`src/verilog/timer01_defines.svh`:
```
// Register addresses, bit positions, reset values and divider counts for timers 0 and 1
`ifndef TIMER01_DEFINES_SVH
`define TIMER01_DEFINES_SVH

// -----------------------------------------------------------------------------
// Register addresses
// -----------------------------------------------------------------------------
`define ADDR_TIMER_CONTROL_STATUS 8'h88
`define ADDR_TIMER_MODE_SELECT    8'h89
`define ADDR_TIMER0_LOW_BYTE      8'h8a
`define ADDR_TIMER1_LOW_BYTE      8'h8b
`define ADDR_TIMER0_HIGH_BYTE     8'h8c
`define ADDR_TIMER1_HIGH_BYTE     8'h8d
`define ADDR_TIMER_CLOCK_SELECT   8'h8e

// -----------------------------------------------------------------------------
// Control/status bit positions
// -----------------------------------------------------------------------------
`define BIT_TIMER1_OVERFLOW_FLAG  7
`define BIT_TIMER1_RUN            6
`define BIT_TIMER0_OVERFLOW_FLAG  5
`define BIT_TIMER0_RUN            4
`define BIT_EXT_IRQ1_FLAG         3
`define BIT_EXT_IRQ1_TRIGGER_TYPE 2
`define BIT_EXT_IRQ0_FLAG         1
`define BIT_EXT_IRQ0_TRIGGER_TYPE 0

// -----------------------------------------------------------------------------
// Mode select bit positions
// -----------------------------------------------------------------------------
`define BIT_TIMER1_GATE_ENABLE    7
`define BIT_TIMER1_COUNT_SELECT   6
`define POS_TIMER1_MODE_FIELD     4
`define BIT_TIMER0_GATE_ENABLE    3
`define BIT_TIMER0_COUNT_SELECT   2
`define POS_TIMER0_MODE_FIELD     0

// -----------------------------------------------------------------------------
// Clock select bit positions
// -----------------------------------------------------------------------------
`define BIT_TIMER3_HIGH_CLOCK     7
`define BIT_TIMER3_LOW_CLOCK      6
`define BIT_TIMER2_HIGH_CLOCK     5
`define BIT_TIMER2_LOW_CLOCK      4
`define BIT_TIMER1_CLOCK_CHOICE   3
`define BIT_TIMER0_CLOCK_CHOICE   2
`define POS_PRESCALE_SELECT       0

// -----------------------------------------------------------------------------
// Reset values and prescaler divisors
// -----------------------------------------------------------------------------
`define RESET_CONTROL_STATUS      8'h00
`define RESET_MODE_SELECT         8'h00
`define RESET_CLOCK_SELECT        8'h00
`define RESET_COUNT_BYTE          8'h00
`define PRESC_DIV12               12
`define PRESC_DIV4                4
`define PRESC_DIV48               48

`endif

```
`src/verilog/timer01_pkg.sv`:
```
// Types shared by the timer 0/1 block
package timer01_pkg;

   // Two-bit mode field encodings
   typedef enum logic [1:0] {
      MODE_13BIT  = 2'h0,
      MODE_16BIT  = 2'h1,
      MODE_8RELOAD = 2'h2,
      MODE_SPLIT  = 2'h3
   } timer_mode_t;

   // Prescale field encodings
   typedef enum logic [1:0] {
      PRE_DIV12  = 2'h0,
      PRE_DIV4   = 2'h1,
      PRE_DIV48  = 2'h2,
      PRE_EXT8   = 2'h3
   } prescale_t;

   // Special function register access from the core
   typedef struct packed {
      logic [7:0] addr;
      logic       wr;
      logic       rd;
      logic [7:0] wdata;
   } sfr_req_t;

   // Result of one count step
   typedef struct packed {
      logic [7:0] lo;
      logic [7:0] hi;
      logic       ovf;
   } count_step_t;

   // Vectoring acknowledges from the core
   typedef struct packed {
      logic timer0;
      logic timer1;
      logic ext_irq0;
      logic ext_irq1;
   } vector_ack_t;

endpackage

```
`src/verilog/timer01_split_mode_and_control.sv`:
```
// Timers 0 and 1 with split mode, control/status, mode and clock-select registers
`timescale 1ns/1ns
`default_nettype none
`include "timer01_defines.svh"

// -----------------------------------------------------------------------------
// -----------------------------------------------------------------------------

module timer01_split_mode_and_control
   import timer01_pkg::*;
#(
   parameter int SYNC_STAGES = 2
) (
   input  wire logic        core_clk,
   input  wire logic        rst_b,
   input  wire logic        clk_en,
   input  wire sfr_req_t    sfr_req,
   output logic [7:0]       sfr_rdata,
   input  wire vector_ack_t vector_ack,
   input  wire logic        ext_irq0_input,
   input  wire logic        ext_irq1_input,
   input  wire logic        ext_irq0_polarity,
   input  wire logic        ext_irq1_polarity,
   input  wire logic        timer0_event_pin,
   input  wire logic        timer1_event_pin,
   input  wire logic        ext_clk_div8,
   input  wire logic        timer2_alt_clock_choice,
   input  wire logic        timer3_alt_clock_choice,
   input  wire logic        timer2_split,
   input  wire logic        timer3_split,
   output logic             timer0_irq_req,
   output logic             timer1_irq_req,
   output logic             ext_irq0_req,
   output logic             ext_irq1_req,
   output logic             timer1_overflow_pulse,
   output logic             timer2_low_tick,
   output logic             timer2_high_tick,
   output logic             timer3_low_tick,
   output logic             timer3_high_tick
);

   // Synchroniser must have at least two flops
   if (SYNC_STAGES < 2) begin : g_bad_sync
      $error("SYNC_STAGES must be at least 2");
   end

   localparam int NPIN = 5;
   localparam int PRE_DIV [0:2] = '{`PRESC_DIV12, `PRESC_DIV4, `PRESC_DIV48};

   // -----------------------------------------------------------------------------
   // Helpers
   // -----------------------------------------------------------------------------

   // Write strobe for one register address
   function automatic logic wr_hit(input sfr_req_t req, input logic [7:0] addr);
      wr_hit = req.wr && (req.addr == addr);
   endfunction

   // One count step of a timer in the given mode
   function automatic count_step_t count_step(input logic [1:0] mode,
                                              input logic [7:0] lo,
                                              input logic [7:0] hi);
      count_step_t s;
      logic [12:0] c13;
      s.lo  = lo;
      s.hi  = hi;
      s.ovf = 1'b0;
      c13   = {hi, lo[4:0]};
      case (mode)
         MODE_13BIT: begin
            s.ovf = &c13;
            c13   = c13 + 13'h1;
            s.hi  = c13[12:5];
            s.lo  = {lo[7:5], c13[4:0]};                   // Upper three bits left alone
         end
         MODE_16BIT: begin
            s.ovf        = &{hi, lo};
            {s.hi, s.lo} = {hi, lo} + 16'h1;
         end
         MODE_8RELOAD: begin
            s.ovf = &lo;
            s.lo  = (&lo) ? hi : lo + 8'h1;
         end
         default: begin
            s.ovf = &lo;
            s.lo  = lo + 8'h1;
         end
      endcase
      count_step = s;
   endfunction

   // -----------------------------------------------------------------------------
   // Registers and pin synchronisers
   // -----------------------------------------------------------------------------
   logic [7:0]      timer_control_status_r;
   logic [7:0]      timer_mode_select_r;
   logic [7:0]      timer_clock_select_r;
   logic [7:0]      tl0_r;
   logic [7:0]      th0_r;
   logic [7:0]      tl1_r;
   logic [7:0]      th1_r;
   logic [NPIN-1:0] sync_r [SYNC_STAGES];
   logic [NPIN-1:0] pin_prev_r;
   logic [1:0]      irq_act_prev_r;
   logic [5:0]      pre_cnt_r [3];
   logic [2:0]      pre_tick;

   // Pin vector: irq0, irq1, event0, event1, ext div 8
   logic [NPIN-1:0] pin_raw;
   logic [NPIN-1:0] pin_s;
   assign pin_raw = {ext_clk_div8, timer1_event_pin, timer0_event_pin,
                     ext_irq1_input, ext_irq0_input};
   assign pin_s   = sync_r[SYNC_STAGES-1];

   // Pins are asynchronous: two flops before any logic looks at them
   always_ff @(posedge core_clk or negedge rst_b) begin
      if (!rst_b) begin
         for (int i = 0; i < SYNC_STAGES; i++) begin
            sync_r[i] <= '0;
         end
         pin_prev_r <= '0;
      end else if (clk_en) begin
         sync_r[0] <= pin_raw;
         for (int i = 1; i < SYNC_STAGES; i++) begin
            sync_r[i] <= sync_r[i-1];
         end
         pin_prev_r <= pin_s;
      end
   end

   // -----------------------------------------------------------------------------
   // Prescaler: free-running dividers, one per system divisor
   // -----------------------------------------------------------------------------
   for (genvar g = 0; g < 3; g++) begin : g_pre
      assign pre_tick[g] = (pre_cnt_r[g] == 6'(PRE_DIV[g] - 1));
      always_ff @(posedge core_clk or negedge rst_b) begin
         if (!rst_b) begin
            pre_cnt_r[g] <= 6'h0;
         end else if (clk_en) begin
            pre_cnt_r[g] <= pre_tick[g] ? 6'h0 : pre_cnt_r[g] + 6'h1;
         end
      end
   end

   // Rising edge of the synchronised external div 8 clock
   logic ext8_tick;
   assign ext8_tick = pin_s[4] & ~pin_prev_r[4];

   // Selected prescaled tick
   logic presc_tick;
   always_comb begin
      case (prescale_t'(timer_clock_select_r[`POS_PRESCALE_SELECT +: 2]))
         PRE_DIV12: presc_tick = pre_tick[0];
         PRE_DIV4:  presc_tick = pre_tick[1];
         PRE_DIV48: presc_tick = pre_tick[2];
         default:   presc_tick = ext8_tick;
      endcase
   end

   // -----------------------------------------------------------------------------
   // External interrupt levels and edges
   // -----------------------------------------------------------------------------
   logic [1:0] irq_act;
   logic [1:0] irq_edge;
   logic [1:0] evt_fall;
   assign irq_act[0] = ext_irq0_polarity ? pin_s[0] : ~pin_s[0];
   assign irq_act[1] = ext_irq1_polarity ? pin_s[1] : ~pin_s[1];
   assign irq_edge   = irq_act & ~irq_act_prev_r;
   // Event pins count high-to-low only; short pulses may be missed
   assign evt_fall   = pin_prev_r[3:2] & ~pin_s[3:2];

   always_ff @(posedge core_clk or negedge rst_b) begin
      if (!rst_b) begin
         irq_act_prev_r <= 2'h0;
      end else if (clk_en) begin
         irq_act_prev_r <= irq_act;
      end
   end

   // -----------------------------------------------------------------------------
   // Timer 0 and split high byte
   // -----------------------------------------------------------------------------
   logic [1:0]  t0_mode;
   logic [1:0]  t1_mode;
   logic        t0_split;
   logic        t0_src;
   logic        t0_adv;
   logic        th_adv;
   count_step_t t0_step;
   assign t0_mode  = timer_mode_select_r[`POS_TIMER0_MODE_FIELD +: 2];
   assign t1_mode  = timer_mode_select_r[`POS_TIMER1_MODE_FIELD +: 2];
   assign t0_split = (t0_mode == MODE_SPLIT);
   // Counter function ignores the clock choice bit
   assign t0_src   = timer_mode_select_r[`BIT_TIMER0_COUNT_SELECT] ? evt_fall[0] :
                     (timer_clock_select_r[`BIT_TIMER0_CLOCK_CHOICE] ? 1'b1 : presc_tick);
   assign t0_adv   = timer_control_status_r[`BIT_TIMER0_RUN] & t0_src &
                     (~timer_mode_select_r[`BIT_TIMER0_GATE_ENABLE] | irq_act[0]);
   assign t0_step  = count_step(t0_mode, tl0_r, th0_r);
   // Split high byte: timer only, on timer 1 run bit
   assign th_adv   = t0_split & timer_control_status_r[`BIT_TIMER1_RUN] &
                     (timer_clock_select_r[`BIT_TIMER0_CLOCK_CHOICE] ? 1'b1 : presc_tick);

   // Software writes win over a count in the same cycle; run never reloads
   always_ff @(posedge core_clk or negedge rst_b) begin
      if (!rst_b) begin
         tl0_r <= `RESET_COUNT_BYTE;
         th0_r <= `RESET_COUNT_BYTE;
      end else if (clk_en) begin
         if (wr_hit(sfr_req, `ADDR_TIMER0_LOW_BYTE)) begin
            tl0_r <= sfr_req.wdata;
         end else if (t0_adv) begin
            tl0_r <= t0_step.lo;
         end
         if (wr_hit(sfr_req, `ADDR_TIMER0_HIGH_BYTE)) begin
            th0_r <= sfr_req.wdata;
         end else if (th_adv) begin
            th0_r <= th0_r + 8'h1;
         end else if (t0_adv && !t0_split) begin
            th0_r <= t0_step.hi;
         end
      end
   end

   // -----------------------------------------------------------------------------
   // Timer 1
   // -----------------------------------------------------------------------------
   logic        t1_src;
   logic        t1_run;
   logic        t1_adv;
   logic        t1_ovf;
   count_step_t t1_step;
   // Pin edges are not counted while timer 0 is split
   assign t1_src  = (timer_mode_select_r[`BIT_TIMER1_COUNT_SELECT] & ~t0_split) ? evt_fall[1] :
                    (timer_clock_select_r[`BIT_TIMER1_CLOCK_CHOICE] ? 1'b1 : presc_tick);
   // Split mode moves timer 1 run control onto its mode field
   assign t1_run  = t0_split ? (t1_mode != MODE_SPLIT) :
                    (timer_control_status_r[`BIT_TIMER1_RUN] & (t1_mode != MODE_SPLIT) &
                     (~timer_mode_select_r[`BIT_TIMER1_GATE_ENABLE] | irq_act[1]));
   assign t1_adv  = t1_run & t1_src;
   assign t1_step = count_step(t1_mode, tl1_r, th1_r);
   assign t1_ovf  = t1_adv & t1_step.ovf;

   always_ff @(posedge core_clk or negedge rst_b) begin
      if (!rst_b) begin
         tl1_r <= `RESET_COUNT_BYTE;
         th1_r <= `RESET_COUNT_BYTE;
      end else if (clk_en) begin
         if (wr_hit(sfr_req, `ADDR_TIMER1_LOW_BYTE)) begin
            tl1_r <= sfr_req.wdata;
         end else if (t1_adv) begin
            tl1_r <= t1_step.lo;
         end
         if (wr_hit(sfr_req, `ADDR_TIMER1_HIGH_BYTE)) begin
            th1_r <= sfr_req.wdata;
         end else if (t1_adv) begin
            th1_r <= t1_step.hi;
         end
      end
   end

   // Overflow pulse for baud generators and converter start, also during split
   always_ff @(posedge core_clk or negedge rst_b) begin
      if (!rst_b) begin
         timer1_overflow_pulse <= 1'b0;
      end else if (clk_en) begin
         timer1_overflow_pulse <= t1_ovf;
      end
   end

   // -----------------------------------------------------------------------------
   // Control/status register: hardware sets win over software clears
   // -----------------------------------------------------------------------------
   logic [7:0] timer_control_status_nxt;
   logic       timer_control_status_wr;
   logic       tf0_set;
   logic       tf1_set;
   logic [1:0] ie_set;
   assign timer_control_status_wr = wr_hit(sfr_req, `ADDR_TIMER_CONTROL_STATUS);
   assign tf0_set = t0_adv & t0_step.ovf;
   // In split mode only the high byte may raise timer 1's flag
   assign tf1_set = t0_split ? (th_adv & (&th0_r)) : t1_ovf;
   assign ie_set  = irq_edge;

   always_comb begin
      timer_control_status_nxt = timer_control_status_wr ? sfr_req.wdata : timer_control_status_r;
      // Vectoring clears timer flags
      if (vector_ack.timer0) begin
         timer_control_status_nxt[`BIT_TIMER0_OVERFLOW_FLAG] = 1'b0;
      end
      if (vector_ack.timer1) begin
         timer_control_status_nxt[`BIT_TIMER1_OVERFLOW_FLAG] = 1'b0;
      end
      if (tf0_set) begin
         timer_control_status_nxt[`BIT_TIMER0_OVERFLOW_FLAG] = 1'b1;
      end
      if (tf1_set) begin
         timer_control_status_nxt[`BIT_TIMER1_OVERFLOW_FLAG] = 1'b1;
      end
      // External flag 0: edge latches, level follows the input
      if (timer_control_status_nxt[`BIT_EXT_IRQ0_TRIGGER_TYPE]) begin
         if (vector_ack.ext_irq0) begin
            timer_control_status_nxt[`BIT_EXT_IRQ0_FLAG] = 1'b0;
         end
         if (ie_set[0]) begin
            timer_control_status_nxt[`BIT_EXT_IRQ0_FLAG] = 1'b1;
         end
      end else begin
         timer_control_status_nxt[`BIT_EXT_IRQ0_FLAG] = irq_act[0];
      end
      // External flag 1, same scheme
      if (timer_control_status_nxt[`BIT_EXT_IRQ1_TRIGGER_TYPE]) begin
         if (vector_ack.ext_irq1) begin
            timer_control_status_nxt[`BIT_EXT_IRQ1_FLAG] = 1'b0;
         end
         if (ie_set[1]) begin
            timer_control_status_nxt[`BIT_EXT_IRQ1_FLAG] = 1'b1;
         end
      end else begin
         timer_control_status_nxt[`BIT_EXT_IRQ1_FLAG] = irq_act[1];
      end
   end

   always_ff @(posedge core_clk or negedge rst_b) begin
      if (!rst_b) begin
         timer_control_status_r <= `RESET_CONTROL_STATUS;
      end else if (clk_en) begin
         timer_control_status_r <= timer_control_status_nxt;
      end
   end

   // -----------------------------------------------------------------------------
   // Mode and clock select registers
   // -----------------------------------------------------------------------------
   always_ff @(posedge core_clk or negedge rst_b) begin
      if (!rst_b) begin
         timer_mode_select_r  <= `RESET_MODE_SELECT;
         timer_clock_select_r <= `RESET_CLOCK_SELECT;
      end else if (clk_en) begin
         if (wr_hit(sfr_req, `ADDR_TIMER_MODE_SELECT)) begin
            timer_mode_select_r <= sfr_req.wdata;
         end
         if (wr_hit(sfr_req, `ADDR_TIMER_CLOCK_SELECT)) begin
            timer_clock_select_r <= sfr_req.wdata;
         end
      end
   end

   // -----------------------------------------------------------------------------
   // Timer 2/3 clock ticks
   // -----------------------------------------------------------------------------
   logic t2_alt;
   logic t3_alt;
   logic t2_lo;
   logic t3_lo;
   assign t2_alt = timer2_alt_clock_choice ? ext8_tick : pre_tick[0];
   assign t3_alt = timer3_alt_clock_choice ? ext8_tick : pre_tick[0];
   assign t2_lo  = timer_clock_select_r[`BIT_TIMER2_LOW_CLOCK] ? 1'b1 : t2_alt;
   assign t3_lo  = timer_clock_select_r[`BIT_TIMER3_LOW_CLOCK] ? 1'b1 : t3_alt;

   // High-byte ticks are held low outside split mode, where the select is moot
   always_ff @(posedge core_clk or negedge rst_b) begin
      if (!rst_b) begin
         timer2_low_tick  <= 1'b0;
         timer3_low_tick  <= 1'b0;
         timer2_high_tick <= 1'b0;
         timer3_high_tick <= 1'b0;
      end else if (clk_en) begin
         timer2_low_tick  <= t2_lo;
         timer3_low_tick  <= t3_lo;
         timer2_high_tick <= timer2_split &
                             (timer_clock_select_r[`BIT_TIMER2_HIGH_CLOCK] ? 1'b1 : t2_alt);
         timer3_high_tick <= timer3_split &
                             (timer_clock_select_r[`BIT_TIMER3_HIGH_CLOCK] ? 1'b1 : t3_alt);
      end
   end

   // -----------------------------------------------------------------------------
   // Read port: registered, unmapped addresses read zero
   // -----------------------------------------------------------------------------
   logic [7:0] rd_mux;
   always_comb begin
      case (sfr_req.addr)
         `ADDR_TIMER_CONTROL_STATUS: rd_mux = timer_control_status_r;
         `ADDR_TIMER_MODE_SELECT:    rd_mux = timer_mode_select_r;
         `ADDR_TIMER0_LOW_BYTE:      rd_mux = tl0_r;
         `ADDR_TIMER1_LOW_BYTE:      rd_mux = tl1_r;
         `ADDR_TIMER0_HIGH_BYTE:     rd_mux = th0_r;
         `ADDR_TIMER1_HIGH_BYTE:     rd_mux = th1_r;
         `ADDR_TIMER_CLOCK_SELECT:   rd_mux = timer_clock_select_r;
         default:                    rd_mux = 8'h00;
      endcase
   end

   always_ff @(posedge core_clk or negedge rst_b) begin
      if (!rst_b) begin
         sfr_rdata <= 8'h00;
      end else if (clk_en && sfr_req.rd) begin
         sfr_rdata <= rd_mux;
      end
   end

   // Interrupt requests are the flags themselves
   assign timer0_irq_req = timer_control_status_r[`BIT_TIMER0_OVERFLOW_FLAG];
   assign timer1_irq_req = timer_control_status_r[`BIT_TIMER1_OVERFLOW_FLAG];
   assign ext_irq0_req   = timer_control_status_r[`BIT_EXT_IRQ0_FLAG];
   assign ext_irq1_req   = timer_control_status_r[`BIT_EXT_IRQ1_FLAG];

endmodule
`default_nettype wire

```
`config.mk`:
```
export PLATFORM = sky130hd
export DESIGN_NAME = timer01_split_mode_and_control
export DESIGN_NICKNAME = d
export VERILOG_FILES = /design/src/verilog/timer01_pkg.sv /design/src/verilog/timer01_split_mode_and_control.sv
export VERILOG_INCLUDE_DIRS = /design/src /design/src/verilog
export SDC_FILE = /design/constraint.sdc
export NUM_CORES = 1
export LEC_CHECK = 0
export ABC_CLOCK_PERIOD_IN_PS = 7400
export BUFFER_PORTS_ARGS = -buffer_cell sky130_fd_sc_hd__buf_4
export CAP_MARGIN = 30
export CORE_MARGIN = 5
export CORE_UTILIZATION = 35
export DETAILED_ROUTE_END_ITERATION = 8
export GPL_TIMING_DRIVEN = 0
export MAX_ROUTING_LAYER = met4
export PLACE_DENSITY_LB_ADDON = 0.12
export SLEW_MARGIN = 20
export SYNTH_ARGS = -nofsm -noshare
export SYNTH_HDL_FRONTEND = slang
export SYNTH_SLANG_ARGS = --single-unit
```
`constraint.sdc`:
```
create_clock -name core_clk -period 7.4 [get_ports core_clk]
set_clock_uncertainty 0.1 [all_clocks]
set_input_delay 1.48 -clock core_clk [delete_from_list [all_inputs] [get_ports core_clk]]
set_output_delay 1.48 -clock core_clk [all_outputs]
set_load 0.01 [all_outputs]
```
==> metrics.csv <==
stage;metric;value;unit
global_route;grt_pass1_wl;32000;um
hold_path;hp-class;reg2reg;
flow_run;drv_cap;0;
floorplan;dieArea;20200;um^2
timing;relSlewSlack;0.415;
detailed_routing;dr.pass1.iters;5;
clock_network;cts_max_level;3;
synth;yosysUniqueCellTypes;72;
synth;ys_ff_latch;102;
worst_setup_path;reg2reg_depth;8;
timing;rsz0062_at_grt;false;
timing;tightest_slew;0.870;ns
finish;nets;778;
worst_setup_path;ff2ff_setup_slack;4.44;ns
detailed_routing;ant_nets;0;
clock_network;cts_tree;done;
timing;fin_crit_sh;0.487;
timing;slew_violations;0;
place;globalplace.congestion;0.937;
finish;antennaDiodeCount;0;
hold_path;worstHoldPathCells;2;
floorplan;rows;48;
global_route;grt-ovfl-total;0;
floorplan;ios;53;
synth;synth_top_area_share;0.418;
detailed_routing;drc;0;
clock_network;root_buffer;clkbuf_16;
timing;finalCriticalPeriod;3.60;ns
place;hpwl;15000;um
power;ir_worst_vdd;0.121;mV
synth;async_flop_share;1.00;
finish;final_area;7100;um^2
finish;fill_cells;1737;
place;placement.io_buffers;49;
hold_path;hp-start;sfr_rdata[6]$_DFFE_PN0P_;
global_route;grt_max_degree;103;
worst_setup_path;critPathRequiredTime;7.59;ns
detailed_routing;top_layer_used;met4;
global_route;track_usage;0.214;
floorplan;die_h;142;um
worst_setup_path;crit_chain;buf_4, nor4b_1, nand2_1, clkbuf_1, nor4_1, o31a_1, o21ai_0, a21oi_1;
synth;seq_area_frac_synth;0.418;
synth;syn_area_per_cell;9.06;um^2
place;place_area;6770;um^2
synth;synth_edf_count;0;
synth;syn_area;6110;um^2
floorplan;coreArea;17200;um^2
global_route;antenna_found_initial;0;
synth;synthFlopType;dfrtp_1;
detailed_routing;drt_iter0_drc;675;
finish;drive_gt1_frac;0.161;
worst_setup_path;crit_family;simple AND/OR/NAND/NOR gates;
worst_setup_path;slowest_delay;0.74;ns
detailed_routing;viasPerCell;5.89;
worst_setup_path;crit_path_end_kind;register;
synth;post-synth-top-area-cell;dfrtp_1;
clock_network;cts_buffer_depth;2;
clock_network;cts_sinks;102;
clock_network;cts-hold-fix-buffers;0;
run_status;status;completed;
worst_setup_path;crit_type;in2reg;
timing;timing.setup.tns;0;ns
worst_setup_path;rr_endpoint;timer_control_status_r[7]$_DFFE_PN0P_;
clock_network;clk_latency;0.36;ns
timing;max_freq;0.278;GHz
worst_setup_path;slowest_stage;nor4_1;
detailed_routing;drt_wl_total;20700;um
worst_setup_path;start_kind;primary input;
clock_network;cts_made_buffers;9;
timing;hold_viol;0;
detailed_routing;drt-met1-wl;9230;um
detailed_routing;num_vias;5689;
synth;syn_inst;674;
synth;ys_warn_count;0;
clock_network;postCtsSetupBuffers;0;
worst_setup_path;worstPathMaxFanout;10;
floorplan;die_w;142;um
synth;synth_nets;716;
timing;finalSetupViolCount;0;
power;power.density;200;nW/um^2
power;power_leakage;0.00292;uW
worst_setup_path;worstPathArrival;3.79;ns
floorplan;initial_core_util;0.354;
clock_network;clkSlewWorstSetupHoldPaths;0.08;ns
clock_network;cts_resized;0;
detailed_routing;dr_wl_met2;9300;um
worst_setup_path;crit_buf_inv;2;
detailed_routing;wl_met3;1430;um
detailed_routing;avgRoutedWirePerCell;21.5;um
finish;syn_to_final_growth;16.2;%
global_route;grt_pass1_vias;5384;
worst_setup_path;reg2reg_from;pre_cnt_r[12]$_DFFE_PN0P_;
power;power.total;1420;uW
hold_path;hold-path-endpoint;sfr_rdata[6]$_DFFE_PN0P_;
synth;synth_area_leaders;dfrtp_1 (42%), mux2_2 (6.1%), nand2_1 (5.3%);
-- registers in the layout (all words and copies together), names as in the netlist --
register                flops
timer3_high_tick            1
sfr_rdata                   8
th1_r                       8
timer_control_status_r      8
timer1_overflow_pulse       1
timer2_high_tick            1
tl1_r                       8
pin_s                       5
irq_act_prev_r              2
timer_mode_select_r         8
timer2_low_tick             1
pin_prev_r                  3
tl0_r                       8
sync_r                      5
timer3_low_tick             1
pre_cnt_r                  18
timer_clock_select_r        8
th0_r                       8
-- cells by family after synthesis --
group	Yosys count	share of synthesized area
buffers and inverters	65	0.0402
multiplexers	51	0.103
flip-flops	102	0.418
XOR/XNOR	15	0.0215
AND/OR/NAND/NOR	224	0.180
AO/OA/AOI/OAI	211	0.226
adder cells (fa/ha/maj)	6	0.0123
-- worst register-to-register path: cells and delay by family, from the launching register on --
kind                       cells  cell delay (ns)
muxes                          1             0.55
AOI/OAI and AO/OA              3             0.72
adders and majority gates      1             0.22
DFF                            1             0.39
and+or+nand+nor                3             0.91
-- how the worst max path moves through the flow --
stage,from,endpoint,slack [ns],depth (start not counted)
2_1_floorplan,sfr_req[15],tl0_r[2]$_DFFE_PN0P_,4.11,6
3_3_place_gp,sfr_req[15],tl0_r[2]$_DFFE_PN0P_,3.48,7
3_5_place_dp,sfr_req[15],tl0_r[2]$_DFFE_PN0P_,3.45,8
4_1_cts,sfr_req[15],tl0_r[2]$_DFFE_PN0P_,3.82,8
5_1_grt,sfr_req[15],th0_r[5]$_DFFE_PN0P_,3.69,8
6_report,sfr_req[15],th0_r[7]$_DFFE_PN0P_,3.80,8
-- cells in the final DEF, fill, tap and decap left out, types with 12 or more instances in the layout --
cell type  synthesis  layout
nand3_1           30      30
and3_1            15      15
clkbuf_1          36      36
buf_4              0      48
dfrtp_1          102     102
inv_1             26      26
nor2_1            36      36
a21oi_1           41      41
a31oi_1           13      13
mux2i_1           12      12
o21ai_0           62      62
mux2_2            33      33
nand2_1           86      86
-- power breakdown --
group	internal, uW	leakage [uW]	switching, uW
combinational	103	0.00146	119
clock	254	0.000149	245
sequential	623	0.00131	71.6
-- synthesized netlist by cell type (2+ instances only) --
cell type / instances
a211oi_1: 7
a21boi_1: 5
a21o_1: 6
a21oi_1: 41
a22o_1: 2
a22oi_1: 7
a2bb2oi_1: 10
a311o_1: 4
a31oi_1: 13
and3_1: 15
and4_1: 3
buf_1: 2
clkbuf_1: 36
dfrtp_1: 102
ha_1: 6
inv_1: 26
mux2_2: 33
mux2i_1: 12
mux4_2: 6
nand2_1: 86
nand2b_1: 6
nand3_1: 30
nand3b_1: 2
nand4_1: 10
nor2_1: 36
nor2b_1: 6
nor3_1: 11
nor4_1: 4
o2111ai_1: 2
o211ai_1: 8
o21a_1: 2
o21ai_0: 62
o21ai_1: 5
o22a_1: 3
o22ai_1: 9
o31a_1: 2
o31ai_1: 2
or3_1: 4
or4_1: 2
xnor2_1: 11
xor2_1: 4
-- per-layer routing --
| metal | GRT usage | vias to the layer above |
|---|---|---|
| li1 | - | 2632 |
| met5 | - | - |
| met4 | 0.0859 | 0 |
| met3 | 0.0454 | 54 |
| met1 | 0.291 | 2781 |
| met2 | 0.314 | 222 |
-- metrics by stage --
step                setup slack (ns)  hold slack (ns)   util  cells
floorplan                       4.11            0.359      -    674
global placement                3.48            0.367  0.392    948
detailed placement              3.45            0.376  0.393    948
CTS                             3.82            0.392  0.410    964
global route                    3.69            0.414  0.412    966
finish                          3.80            0.384  0.412    966
-- cell type report --
class | instances | area, um^2 | area share
multi-input combinational | 507 | 3320 | 0.467
sequential | 102 | 2550 | 0.360
timing repair buffer | 51 | 404 | 0.0569
tap | 225 | 282 | 0.0397
clock buffer | 11 | 253 | 0.0356
buffer | 39 | 148 | 0.0208
inverter | 26 | 97.6 | 0.0137
clock inverter | 5 | 46.3 | 0.00652
Power figures use the tool's default switching activity.
